`src/verilog/tmr8_defs.svh`:
```
// Constants for the 8-bit waveform timer
`ifndef TMR8_DEFS_SVH
`define TMR8_DEFS_SVH

// Register byte offsets
`define TMR8_OFF_CTRL 12'h000
`define TMR8_OFF_COUNT 12'h004
`define TMR8_OFF_COMPARE 12'h008
`define TMR8_OFF_FLAGS 12'h00c
`define TMR8_OFF_PORT 12'h010

// Reset values
`define TMR8_CTRL_RST 8'h00
`define TMR8_COUNT_RST 8'h00
`define TMR8_COMPARE_RST 8'h00
`define TMR8_PORT_RST 2'h0

// Count limits
`define TMR8_MAX 8'hff
`define TMR8_BOTTOM 8'h00
`define TMR8_ONE 8'h01

// Flag bit positions
`define TMR8_FLAG_OVF 0
`define TMR8_FLAG_CMP 1
// Port register bit positions
`define TMR8_PORT_VAL 0
`define TMR8_PORT_DIR 1

// Prescaler masks on the free-running divider
`define TMR8_DIV8_MASK 10'h007
`define TMR8_DIV64_MASK 10'h03f
`define TMR8_DIV256_MASK 10'h0ff
`define TMR8_DIV1024_MASK 10'h3ff

`endif

```
`src/verilog/tmr8_pkg.sv`:
```
// Types shared by the 8-bit waveform timer
package tmr8_pkg;

    typedef enum logic [1:0] {
        TMR8_MODE_NORMAL = 2'h0,
        TMR8_MODE_PHASE = 2'h1,
        TMR8_MODE_CLEAR_ON_MATCH = 2'h2,
        TMR8_MODE_FAST_PWM = 2'h3
    } tmr8_mode_t;

    typedef enum logic [2:0] {
        TMR8_CLK_STOP = 3'h0,
        TMR8_CLK_DIV1 = 3'h1,
        TMR8_CLK_DIV8 = 3'h2,
        TMR8_CLK_DIV64 = 3'h3,
        TMR8_CLK_DIV256 = 3'h4,
        TMR8_CLK_DIV1024 = 3'h5
    } tmr8_clk_sel_t;

    typedef struct packed {
        logic force_compare_strobe;
        logic [2:0] clk_sel;
        logic [1:0] output_action_select;
        logic [1:0] waveform_mode_select;
    } tmr8_ctrl_t;

endpackage

```
`src/verilog/tmr8_top.sv`:
```
// 8-bit timer with compare unit, waveform generator and APB registers
`timescale 1ns/1ps
`default_nettype none
`include "tmr8_defs.svh"

module tmr8_top
    import tmr8_pkg::*;
(
    input wire logic pclk, // I/O clock
    input wire logic presetn, // Async reset, active low
    input wire logic psel, // APB select
    input wire logic penable, // APB enable
    input wire logic pwrite, // APB direction
    input wire logic [11:0] paddr, // APB byte address
    input wire logic [31:0] pwdata, // APB write data
    output logic [31:0] prdata, // APB read data
    output logic pready, // APB ready
    output logic pslverr, // APB error
    input wire logic ovf_ack, // Overflow interrupt serviced
    input wire logic cmp_ack, // Compare interrupt serviced
    output logic ovf_flag, // Overflow flag
    output logic cmp_flag, // Compare match flag
    output logic pin_out, // Compare pin output value
    output logic pin_oe // Compare pin output enable
);

    // ------------------------------------------------------------
    // Register bus
    // ------------------------------------------------------------
    tmr8_ctrl_t ctrl_r;
    logic [7:0] count_value_r;
    logic [7:0] compare_buf_r;
    logic [7:0] compare_act_r;
    logic overflow_flag_r;
    logic compare_match_flag_r;
    logic port_val_r;
    logic port_dir_r;
    logic compare_output_bit_r;
    logic pin_out_r;
    logic pin_oe_r;
    logic [31:0] prdata_r;

    wire setup = psel && !penable;
    wire wr = psel && penable && pwrite;
    wire hit_ctrl = paddr == `TMR8_OFF_CTRL;
    wire hit_count = paddr == `TMR8_OFF_COUNT;
    wire hit_compare = paddr == `TMR8_OFF_COMPARE;
    wire hit_flags = paddr == `TMR8_OFF_FLAGS;
    wire hit_port = paddr == `TMR8_OFF_PORT;
    wire mapped = hit_ctrl || hit_count || hit_compare || hit_flags || hit_port;
    wire wr_ctrl = wr && hit_ctrl;
    wire wr_count = wr && hit_count;
    wire wr_compare = wr && hit_compare;
    wire wr_flags = wr && hit_flags;
    wire wr_port = wr && hit_port;
    tmr8_ctrl_t wctrl;
    assign wctrl = tmr8_ctrl_t'(pwdata[7:0]);

    logic [31:0] rd_mux;
    always_comb begin
        if (hit_ctrl) begin
            rd_mux = {24'h000000, 1'b0, ctrl_r[6:0]};
        end else if (hit_count) begin
            rd_mux = {24'h000000, count_value_r};
        end else if (hit_compare) begin
            rd_mux = {24'h000000, compare_buf_r};
        end else if (hit_flags) begin
            rd_mux = {30'h0, compare_match_flag_r, overflow_flag_r};
        end else if (hit_port) begin
            rd_mux = {30'h0, port_dir_r, port_val_r};
        end else begin
            rd_mux = 32'h00000000;
        end
    end

    assign pready = 1'b1;
    assign pslverr = psel && penable && !mapped;
    assign prdata = prdata_r;

    // ------------------------------------------------------------
    // Counter
    // ------------------------------------------------------------
    logic tick;
    tmr8_prescaler u_prescaler (
        .pclk(pclk),
        .presetn(presetn),
        .clk_sel(ctrl_r.clk_sel),
        .tick(tick)
    );

    tmr8_mode_t mode;
    assign mode = tmr8_mode_t'(ctrl_r.waveform_mode_select);
    wire [1:0] action = ctrl_r.output_action_select;
    wire is_fast = mode == TMR8_MODE_FAST_PWM;
    wire is_ctc = mode == TMR8_MODE_CLEAR_ON_MATCH;
    wire is_max = count_value_r == `TMR8_MAX;
    // Fast PWM compares against the active copy only, loaded from the buffer at wrap
    wire [7:0] compare_cmp = is_fast ? compare_act_r : compare_buf_r;
    wire match = tick && (count_value_r == compare_cmp);
    wire ctc_clear = is_ctc && match;
    wire wrap = tick && is_max;
    wire [7:0] count_inc = count_value_r + `TMR8_ONE;
    wire [7:0] count_step = ctc_clear ? `TMR8_BOTTOM : count_inc;
    wire [7:0] count_nxt = wr_count ? pwdata[7:0] : (tick ? count_step : count_value_r);

    // Overflow timing depends on mode
    wire ovf_set = is_fast ? (tick && count_inc == `TMR8_MAX) : wrap;
    wire cmp_set = match;
    wire ovf_clr = ovf_ack || (wr_flags && pwdata[`TMR8_FLAG_OVF]);
    wire cmp_clr = cmp_ack || (wr_flags && pwdata[`TMR8_FLAG_CMP]);
    // Set wins over clear
    wire ovf_nxt = ovf_set || (overflow_flag_r && !ovf_clr);
    wire cmp_nxt = cmp_set || (compare_match_flag_r && !cmp_clr);

    // ------------------------------------------------------------
    // Waveform generator
    // ------------------------------------------------------------
    function automatic logic apply_action(input logic [1:0] act, input logic fast,
                                          input logic cur);
        logic res;
        res = cur;
        case (act)
            2'h1: res = !cur;
            2'h2: res = 1'b0;
            2'h3: res = 1'b1;
            default: res = cur;
        endcase
        if (fast && act == 2'h1) begin
            res = !cur;
        end
        return res;
    endfunction

    // Force only outside PWM; it presets the bit and raises no flag
    wire force_ok = wr_ctrl && wctrl.force_compare_strobe && !pwrite_pwm(wctrl);
    function automatic logic pwrite_pwm(input tmr8_ctrl_t c);
        return c.waveform_mode_select[0];
    endfunction

    logic oc_nxt;
    always_comb begin
        oc_nxt = compare_output_bit_r;
        if (force_ok) begin
            oc_nxt = apply_action(wctrl.output_action_select, 1'b0, compare_output_bit_r);
        end else if (match) begin
            // Action held in ctrl_r, so a value written in this cycle waits for the next match
            oc_nxt = apply_action(action, is_fast, compare_output_bit_r);
        end else if (is_fast && wrap && action[1]) begin
            oc_nxt = !action[0];
        end
    end

    // Nonzero action select takes the pin from the compare output bit, zero from the port value
    wire pin_val_nxt = (action != 2'h0) ? compare_output_bit_r : port_val_r;

    // ------------------------------------------------------------
    // Registers
    // ------------------------------------------------------------
    always_ff @(posedge pclk or negedge presetn) begin
        if (!presetn) begin
            ctrl_r <= tmr8_ctrl_t'(`TMR8_CTRL_RST);
        end else if (wr_ctrl) begin
            ctrl_r <= {1'b0, wctrl[6:0]};
        end
    end

    always_ff @(posedge pclk or negedge presetn) begin
        if (!presetn) begin
            count_value_r <= `TMR8_COUNT_RST;
            overflow_flag_r <= 1'b0;
            compare_match_flag_r <= 1'b0;
        end else begin
            count_value_r <= count_nxt;
            overflow_flag_r <= ovf_nxt;
            compare_match_flag_r <= cmp_nxt;
        end
    end

    always_ff @(posedge pclk or negedge presetn) begin
        if (!presetn) begin
            compare_buf_r <= `TMR8_COMPARE_RST;
            compare_act_r <= `TMR8_COMPARE_RST;
        end else begin
            if (wr_compare) begin
                compare_buf_r <= pwdata[7:0];
            end
            if (!is_fast || wrap) begin
                compare_act_r <= compare_buf_r;
            end
        end
    end

    always_ff @(posedge pclk or negedge presetn) begin
        if (!presetn) begin
            port_val_r <= 1'b0;
            port_dir_r <= 1'b0;
        end else if (wr_port) begin
            port_val_r <= pwdata[`TMR8_PORT_VAL];
            port_dir_r <= pwdata[`TMR8_PORT_DIR];
        end
    end

    always_ff @(posedge pclk or negedge presetn) begin
        if (!presetn) begin
            compare_output_bit_r <= 1'b0;
            pin_out_r <= 1'b0;
            pin_oe_r <= 1'b0;
        end else begin
            compare_output_bit_r <= oc_nxt;
            pin_out_r <= pin_val_nxt;
            pin_oe_r <= port_dir_r;
        end
    end

    always_ff @(posedge pclk or negedge presetn) begin
        if (!presetn) begin
            prdata_r <= 32'h00000000;
        end else if (setup) begin
            prdata_r <= rd_mux;
        end
    end

    assign ovf_flag = overflow_flag_r;
    assign cmp_flag = compare_match_flag_r;
    assign pin_out = pin_out_r;
    assign pin_oe = pin_oe_r;
endmodule
`default_nettype wire

```
`src/verilog/tmr8_prescaler.sv`:
```
// Prescaler producing the timer tick enable
`timescale 1ns/1ps
`default_nettype none
`include "tmr8_defs.svh"

module tmr8_prescaler
    import tmr8_pkg::*;
(
    input wire logic pclk, // I/O clock
    input wire logic presetn, // Async reset, active low
    input wire logic [2:0] clk_sel, // Division select
    output logic tick // Timer tick enable
);

    logic [9:0] div_r;
    logic tick_r;
    logic tick_nxt;

    always_comb begin
        case (tmr8_clk_sel_t'(clk_sel))
            TMR8_CLK_DIV1: tick_nxt = 1'b1;
            TMR8_CLK_DIV8: tick_nxt = (div_r & `TMR8_DIV8_MASK) == `TMR8_DIV8_MASK;
            TMR8_CLK_DIV64: tick_nxt = (div_r & `TMR8_DIV64_MASK) == `TMR8_DIV64_MASK;
            TMR8_CLK_DIV256: tick_nxt = (div_r & `TMR8_DIV256_MASK) == `TMR8_DIV256_MASK;
            TMR8_CLK_DIV1024: tick_nxt = div_r == `TMR8_DIV1024_MASK;
            default: tick_nxt = 1'b0;
        endcase
    end

    // Tick is a one-cycle enable on pclk, never a clock
    always_ff @(posedge pclk or negedge presetn) begin
        if (!presetn) begin
            div_r <= 10'h000;
            tick_r <= 1'b0;
        end else begin
            div_r <= div_r + 10'h001;
            tick_r <= tick_nxt;
        end
    end

    assign tick = tick_r;

endmodule
`default_nettype wire

```
`config.mk`:
```
export PLATFORM = sky130hd
export DESIGN_NAME = tmr8_top
export DESIGN_NICKNAME = d
export VERILOG_FILES = /design/src/verilog/tmr8_pkg.sv /design/src/verilog/tmr8_top.sv /design/src/verilog/tmr8_prescaler.sv
export VERILOG_INCLUDE_DIRS = /design/src /design/src/verilog
export SDC_FILE = /design/constraint.sdc
export NUM_CORES = 1
export LEC_CHECK = 0
export BUFFER_PORTS_ARGS = -buffer_cell sky130_fd_sc_hd__buf_2
export CAP_MARGIN = 0
export CORE_ASPECT_RATIO = 2
export CORE_MARGIN = 2
export CORE_UTILIZATION = 50
export DETAILED_ROUTE_END_ITERATION = 6
export HOLD_SLACK_MARGIN = 0.1
export PLACE_DENSITY_LB_ADDON = 0.25
export SETUP_SLACK_MARGIN = 0.1
export SLEW_MARGIN = 15
export SYNTH_ARGS = -nofsm -noshare
export SYNTH_HDL_FRONTEND = slang
export SYNTH_SLANG_ARGS = --single-unit
export TNS_END_PERCENT = 30
```
`constraint.sdc`:
```
create_clock -name pclk -period 2.7 [get_ports pclk]
set_input_delay 0.54 -clock pclk [delete_from_list [all_inputs] [get_ports pclk]]
set_output_delay 0.54 -clock pclk [all_outputs]
set_load 0.005 [all_outputs]
```
[Yosys cells after proc, flatten, opt, wreduce, memory -nomap -nowiden]
Index checks and enable logic that the tools add are counted.
Storage, ports and cells
  register bits: 81
  word-level logic and storage cells: 106
  input port bits: 51
  output and inout port bits: 38
Cells by class
  mux-type cells: 18
  reduce and logical (&&, ||, !) cells: 44
  equality and inequality tests: 26
  add/subtract/negate cells: 2
Operators with widths (number)
  2-to-1 mux 32 bit: 3
  2-to-1 mux 8 bit: 4
  equality test 12 x 4 -> 1 bit (second input constant): 2
  equality test 8 bit (second input constant): 3
  logical AND 1 bit: 22
  equality test 12 x 3 -> 1 bit (second input constant): 1
  equality test 12 x 5 -> 1 bit (second input constant): 1
  equality test 2 bit (second input constant): 6
  zero test 12 bit: 1
  adder 10 x 1 -> 10 bit (second input constant): 1
  equality test 10 bit (second input constant): 1
  equality test 3 bit (second input constant): 3
  logical OR 1 bit: 9
  adder 8 x 1 -> 8 bit (second input constant): 1
  equality test 8 bit: 1
  zero test 1 bit: 8
  equality test 3 x 2 -> 1 bit (second input constant): 2
  equality test 6 bit (second input constant): 1
  2-to-1 mux 1 bit: 6
  != test 6 x 1 -> 1 bit (second input constant): 1
  case mux 1 bit (3 select lines): 2
  case mux 1 bit (5 select lines): 1
  equality test 2 x 1 -> 1 bit (second input constant): 2
  2-to-1 mux 2 bit: 2
  other kinds (5): 6

[Longest topological paths before layout]
  depth after elaboration: 8
  depth in mapped cells: 9
  mapped depth without buffers: 8

[By module]
A second synthesis with hierarchy kept.
Second synthesis, totals
  cell total of the unflattened synthesis: 325
  area total of the unflattened synthesis: 3316.9 µm²
By module, submodules not included
  tmr8_top: area an instance 2826.5 µm², seq. area each 1151.1 µm², times used 1, cells each 285
  tmr8_prescaler: area an instance 490.5 µm², seq. area each 275.3 µm², times used 1, cells each 40

[Worst setup path after synthesis]
Ideal clock, no wire load.
  kind: input port to flip-flop
  from: input paddr[7]
  to: register compare_output_bit_r
  data arrival time: 2.291 ns
  stages: 8
  data required time: 2.634 ns
  setup time: 0.066 ns
  buffers on the path: 1
  slack: 0.344 ns
  cell sequence: nor4_2 > nand4b_1 > buf_2 > nor4_4 > nand2_2 > nor4b_1 > a311oi_1 > a22o_1
On the way
  cells in the longest elaborated chain, start to end: 6
  elaborated cells between the ends (all ways): 9
  classes of those cells: eq/ne (2); mux (1); reduce/logical (6)
RTL lines
  start, declared: RTL line tmr8_top.sv:14  | input wire logic [11:0] paddr,
  zero test 12 bit (no line) *
  logical AND 1 bit *: RTL line tmr8_top.sv:51  | wire wr_ctrl = wr && hit_ctrl;
  logical AND 1 bit * (2 in series): RTL line tmr8_top.sv:135  | wire force_ok = wr_ctrl && wctrl.force_compare_strobe && !pwrite_pwm(wctrl);
  != test 6 x 1 -> 1 bit (no line), or another cell as far along
  AND reduction 3 bit (no line)
  end signal, assigned: RTL line tmr8_top.sv:209  | compare_output_bit_r <= oc_nxt;
  end, declared: RTL line tmr8_top.sv:38  | logic compare_output_bit_r;
Mark *: on every way between the ends. The rest lies on a longest branch, timed or not.
A chain may end at the register's enable or synchronous reset.

[Final worst setup path]
  from: register ctrl_r, in the netlist mode[0]
  to: register compare_output_bit_r
On the way
  cells in the longest elaborated chain, start to end: 6
  elaborated cells between the ends (all ways): 13
  classes of those cells: eq/ne (3); mux (4); reduce/logical (6)
RTL lines
  start, declared: RTL line tmr8_top.sv:30  | tmr8_ctrl_t ctrl_r;
  start signal, assigned: RTL line tmr8_top.sv:161  | ctrl_r <= tmr8_ctrl_t'(`TMR8_CTRL_RST);
  start signal, assigned: RTL line tmr8_top.sv:163  | ctrl_r <= {1'b0, wctrl[6:0]};
  equality test 2 bit *: RTL line tmr8_top.sv:94  | wire is_fast = mode == TMR8_MODE_FAST_PWM;
  2-to-1 mux 8 bit: RTL line tmr8_top.sv:98  | wire [7:0] compare_cmp = is_fast ? compare_act_r : compare_buf_r;
  equality test 8 bit: RTL line tmr8_top.sv:99  | wire match = tick && (count_value_r == compare_cmp);
  logical AND 1 bit: RTL line tmr8_top.sv:99
  != test 6 x 1 -> 1 bit (no line), or another cell as far along
  AND reduction 3 bit (no line) / 2-to-1 mux 1 bit (equally long branches)
Marked as above.

==> results.py <==
metrics = {
    "outcome": {
        "status": "completed",
    },
    "global_routing": {
        "grt_max_degree": 58,
        "grt_usage_pct": 24.03,
        "antenna_found_initial": 0,
        "gr-total-overflow": 0,
        "grt_pass1_wl_um": 12610,
        "grt_pass1_vias": 2505,
    },
    "place": {
        "numPortBuffers": 39,
        "detailed_place_hpwl_um": 5680,
        "routabilityCongestion": 0.9661,
    },
    "sta": {
        "skew_ns": 0.004808,
        "fin_crit_ns": 2.535,
        "finalMaxSlewViolations": 0,
        "finalHoldViolations": 0,
        "worst_pin_slew_ns": 0.7368,
        "relSlewSlack_pct": 50.88,
        "setup_tns_ns": 0,
        "rsz0062_at_grt": "yes",
        "finalCritPeriodShare_pct": 93.89,
        "fmax_ghz": 0.3945,
        "setup_violations": 0,
    },
    "logic_synthesis": {
        "ys_seq_elements": 57,
        "yosys_warnings": 0,
        "synthFlopType": "dfrtp_1",
        "syn_inst": 333,
        "synth_area_leaders": "dfrtp_1 43%, mux2_2 7.2%, buf_4 5.7%",
        "syn-cell-area_sq_mm": 0.003287,
        "synth_top_cell_by_area": "dfrtp_1",
        "synth.avg_cell_area_sq_um": 9.871,
        "synth_top_area_share_pct": 43.40,
        "synth-async-reset-ratio_pct": 100.0,
        "synth_edf_count": 0,
        "ys_types": 56,
        "ys_seq_area_share_pct": 43.40,
    },
    "routing": {
        "antenna_left": 0,
        "drt_iter0_markers": 143,
        "post-route-drc-count": 0,
        "wl_per_cell_um": 16.50,
        "drt_wl_total_um": 7771,
        "avgViaCountPerCell": 5.503,
        "firstDrtPassIters": 4,
        "vias": 2592,
    },
    "clock_tree": {
        "cts.sinks": 57,
        "cts-root-buf": "clkbuf_16",
        "cts_hold_buf": 0,
        "cts_buffers": 9,
        "clkTransAtPathRegs_ns": 0.05,
        "cts-htree-levels": 3,
        "clkLatencyLatePin_ns": 0.33,
        "tritoncts": "yes",
        "clockBufferDepth": 2,
    },
    "power_and_ir_drop": {
        "sw_frac_of_total_pct": 22.44,
        "pwr_density_cell_mw_per_mm2": 506.8,
        "leakage_nw": 1.864,
        "comb_power_share_pct": 4.8,
        "p_switching_mw": 0.4341,
        "irDropWorstVdd_v": 0.0005905,
        "clkPwrFrac_pct": 50.7,
        "p_int_mw": 1.500,
        "total_power_mw": 1.935,
        "p_seq_share_pct": 44.5,
    },
    "cells_and_area": {
        "n_antenna_cell": 0,
        "nFillCells": 583,
        "drive_gt1_share_pct": 25.97,
        "area_delta_synth_final_pct": 16.14,
        "layout_commonest_cell": "dfrtp_1",
        "final_cell_mix": "55 x dfrtp_1, 39 x buf_2, 33 x nand2_1",
        "fin_nets": 435,
    },
    "die": {
        "io_pins": 89,
        "die_y_um": 118.7,
        "rows": 41,
        "die_w_um": 61.33,
        "initial_core_util_pct": 52.09,
        "die-area_sq_mm": 0.007277,
        "core_sq_mm": 0.006310,
    },
    "worst_setup_path": {
        "crit_path_end_kind": "register",
        "cp.required_ns": 2.97,
        "critPathLaunchType": "register",
        "arrival_ns": 2.80,
        "criticalPathCategory": "register to register",
        "r2r-start": "mode[0]$_DFFE_PN0N_",
        "crit_start": "mode[0]$_DFFE_PN0N_",
        "path_max_fanout": 9,
    },
    "flow_run": {
        "cap_viol_max_count": 0,
    },
    "worst_hold_path": {
        "min_path_type": "input port to asynchronous set/reset pin",
    },
}
==> sequential cells by signal (all words and copies together) (netlist names) <==
| name | flops |
|---|---|
| u_prescaler.tick | 1 |
| cmp_flag | 1 |
| ovf_flag | 1 |
| count_value_r | 8 |
| u_prescaler.div_r | 10 |
| port_dir_r | 1 |
| compare_buf_r | 8 |
| mode | 2 |
| compare_act_r | 8 |
| pin_out | 1 |
| ctrl_r | 3 |
| prdata | 8 |
| pin_oe | 1 |
| port_val_r | 1 |
| compare_output_bit_r | 1 |
| action | 2 |
==> repair_timing <==
| item | CTS | global route |
|---|---|---|
| setup buffers | 0 | 2 |
| gates cloned | 0 | 0 |
| gates resized for setup | 0 | 5 |
| pin swaps | 1 | 3 |
| endpoints found under the setup margin | 1 | 7 |
| hold endpoints to repair | 0 | 0 |
==> synthesized netlist by cell type, types with 3 or more instances <==
master	n
buf_4	25
xor2_1	3
mux2i_1	7
inv_1	10
nand3_1	13
mux2_2	21
ha_1	4
o21ai_0	13
and2_1	3
buf_1	3
a221o_1	6
a21oi_1	9
xnor2_1	11
nor3_1	5
nor2_1	21
o31ai_1	8
dfrtp_1	57
nand2_1	33
a31oi_1	3
and3_1	7
nor3b_1	5
nand2b_1	6
nor2b_1	6
nor4_1	3
clkbuf_1	10
==> worst paths after layout <==
check | depth (start not counted) | slack (ns) | end
max in group asynchronous | 2 | 1.80 | mode[0]$_DFFE_PN0N_
min in group pclk | 0 | 0.41 | pin_oe$_DFF_PN0_
hold reg to reg | 0 | 0.41 | pin_oe$_DFF_PN0_
hold / removal | 2 | 0.35 | compare_buf_r[7]$_DFFE_PN0P_
setup reg to reg | 8 | 0.17 | compare_output_bit_r$_DFFE_PN0P_
setup / recovery | 8 | 0.17 | compare_output_bit_r$_DFFE_PN0P_
==> routing by layer <==
| metal | share of wire (%) | global-route usage [%] | vias to the layer above |
|---|---|---|---|
| met5 | 0 | 0 | - |
| met4 | 5.8 | 13.43 | 0 |
| met3 | 4.2 | 6.455 | 32 |
| met2 | 54 | 39.69 | 80 |
| met1 | 36 | 26.43 | 1248 |
| li1 | - | - | 1232 |
==> layout make-up <==
class,count,area [sq um],area share [%]
multi-input combinational,248,1663,43.56
clock buffer,12,236.5,6.195
clock inverter,4,20.02,0.5244
timing repair buffer,54,324.1,8.489
inverter,10,37.54,0.9833
sequential,57,1429,37.43
tap,86,107.6,2.819
==> power groups by stage <==
stage / Combinational, mW / Sequential, mW / Clock (mW)
finish: 0.0938 / 0.860 / 0.980
floorplan: 0.0643 / 0.874 / 0
CTS: 0.0937 / 0.860 / 1.00
global placement: 0.0924 / 0.874 / 0
global route: 0.106 / 0.860 / 1.03
detailed placement: 0.0935 / 0.874 / 0
==> logic make-up (layout without fill, tap and decap cells) <==
logic type	after synthesis	in the layout	synth area share (%)
XOR/XNOR	14	14	3.731
AND/OR/NAND/NOR	114	114	18.16
flip-flops	57	57	43.40
adder cells (fa/ha/maj)	4	4	1.523
buffers and inverters	51	80	8.984
multiplexers	30	30	10.70
AO/OA/AOI/OAI	61	61	13.29
other	2	25	0.2285
==> worst max-delay path: stages (launching register included) <==
cell and delay (ns):
dfrtp_2 0.45, and3_4 0.18, or3_1 0.34, a222oi_1 0.45, nand4_2 0.23, buf_6 0.20, nor3b_1 0.14, o31ai_1 0.32
a22o_1 0.17
==> metrics by stage <==
stage	worst slack (ns)	hold slack [ns]	area [sq um]	util, %	cells
after floorplan	0.3439	0.2444	3373	-	356
after global placement	0.1399	0.3818	3516	55.72	453
after detailed placement	0.1089	0.3948	3516	55.72	453
after CTS	0.1230	0.3819	3772	59.79	469
after global routing	0.04835	0.4222	3817	60.50	471
final	0.1651	0.3540	3817	60.50	471
No activity file was read; power rests on OpenSTA's default activity.
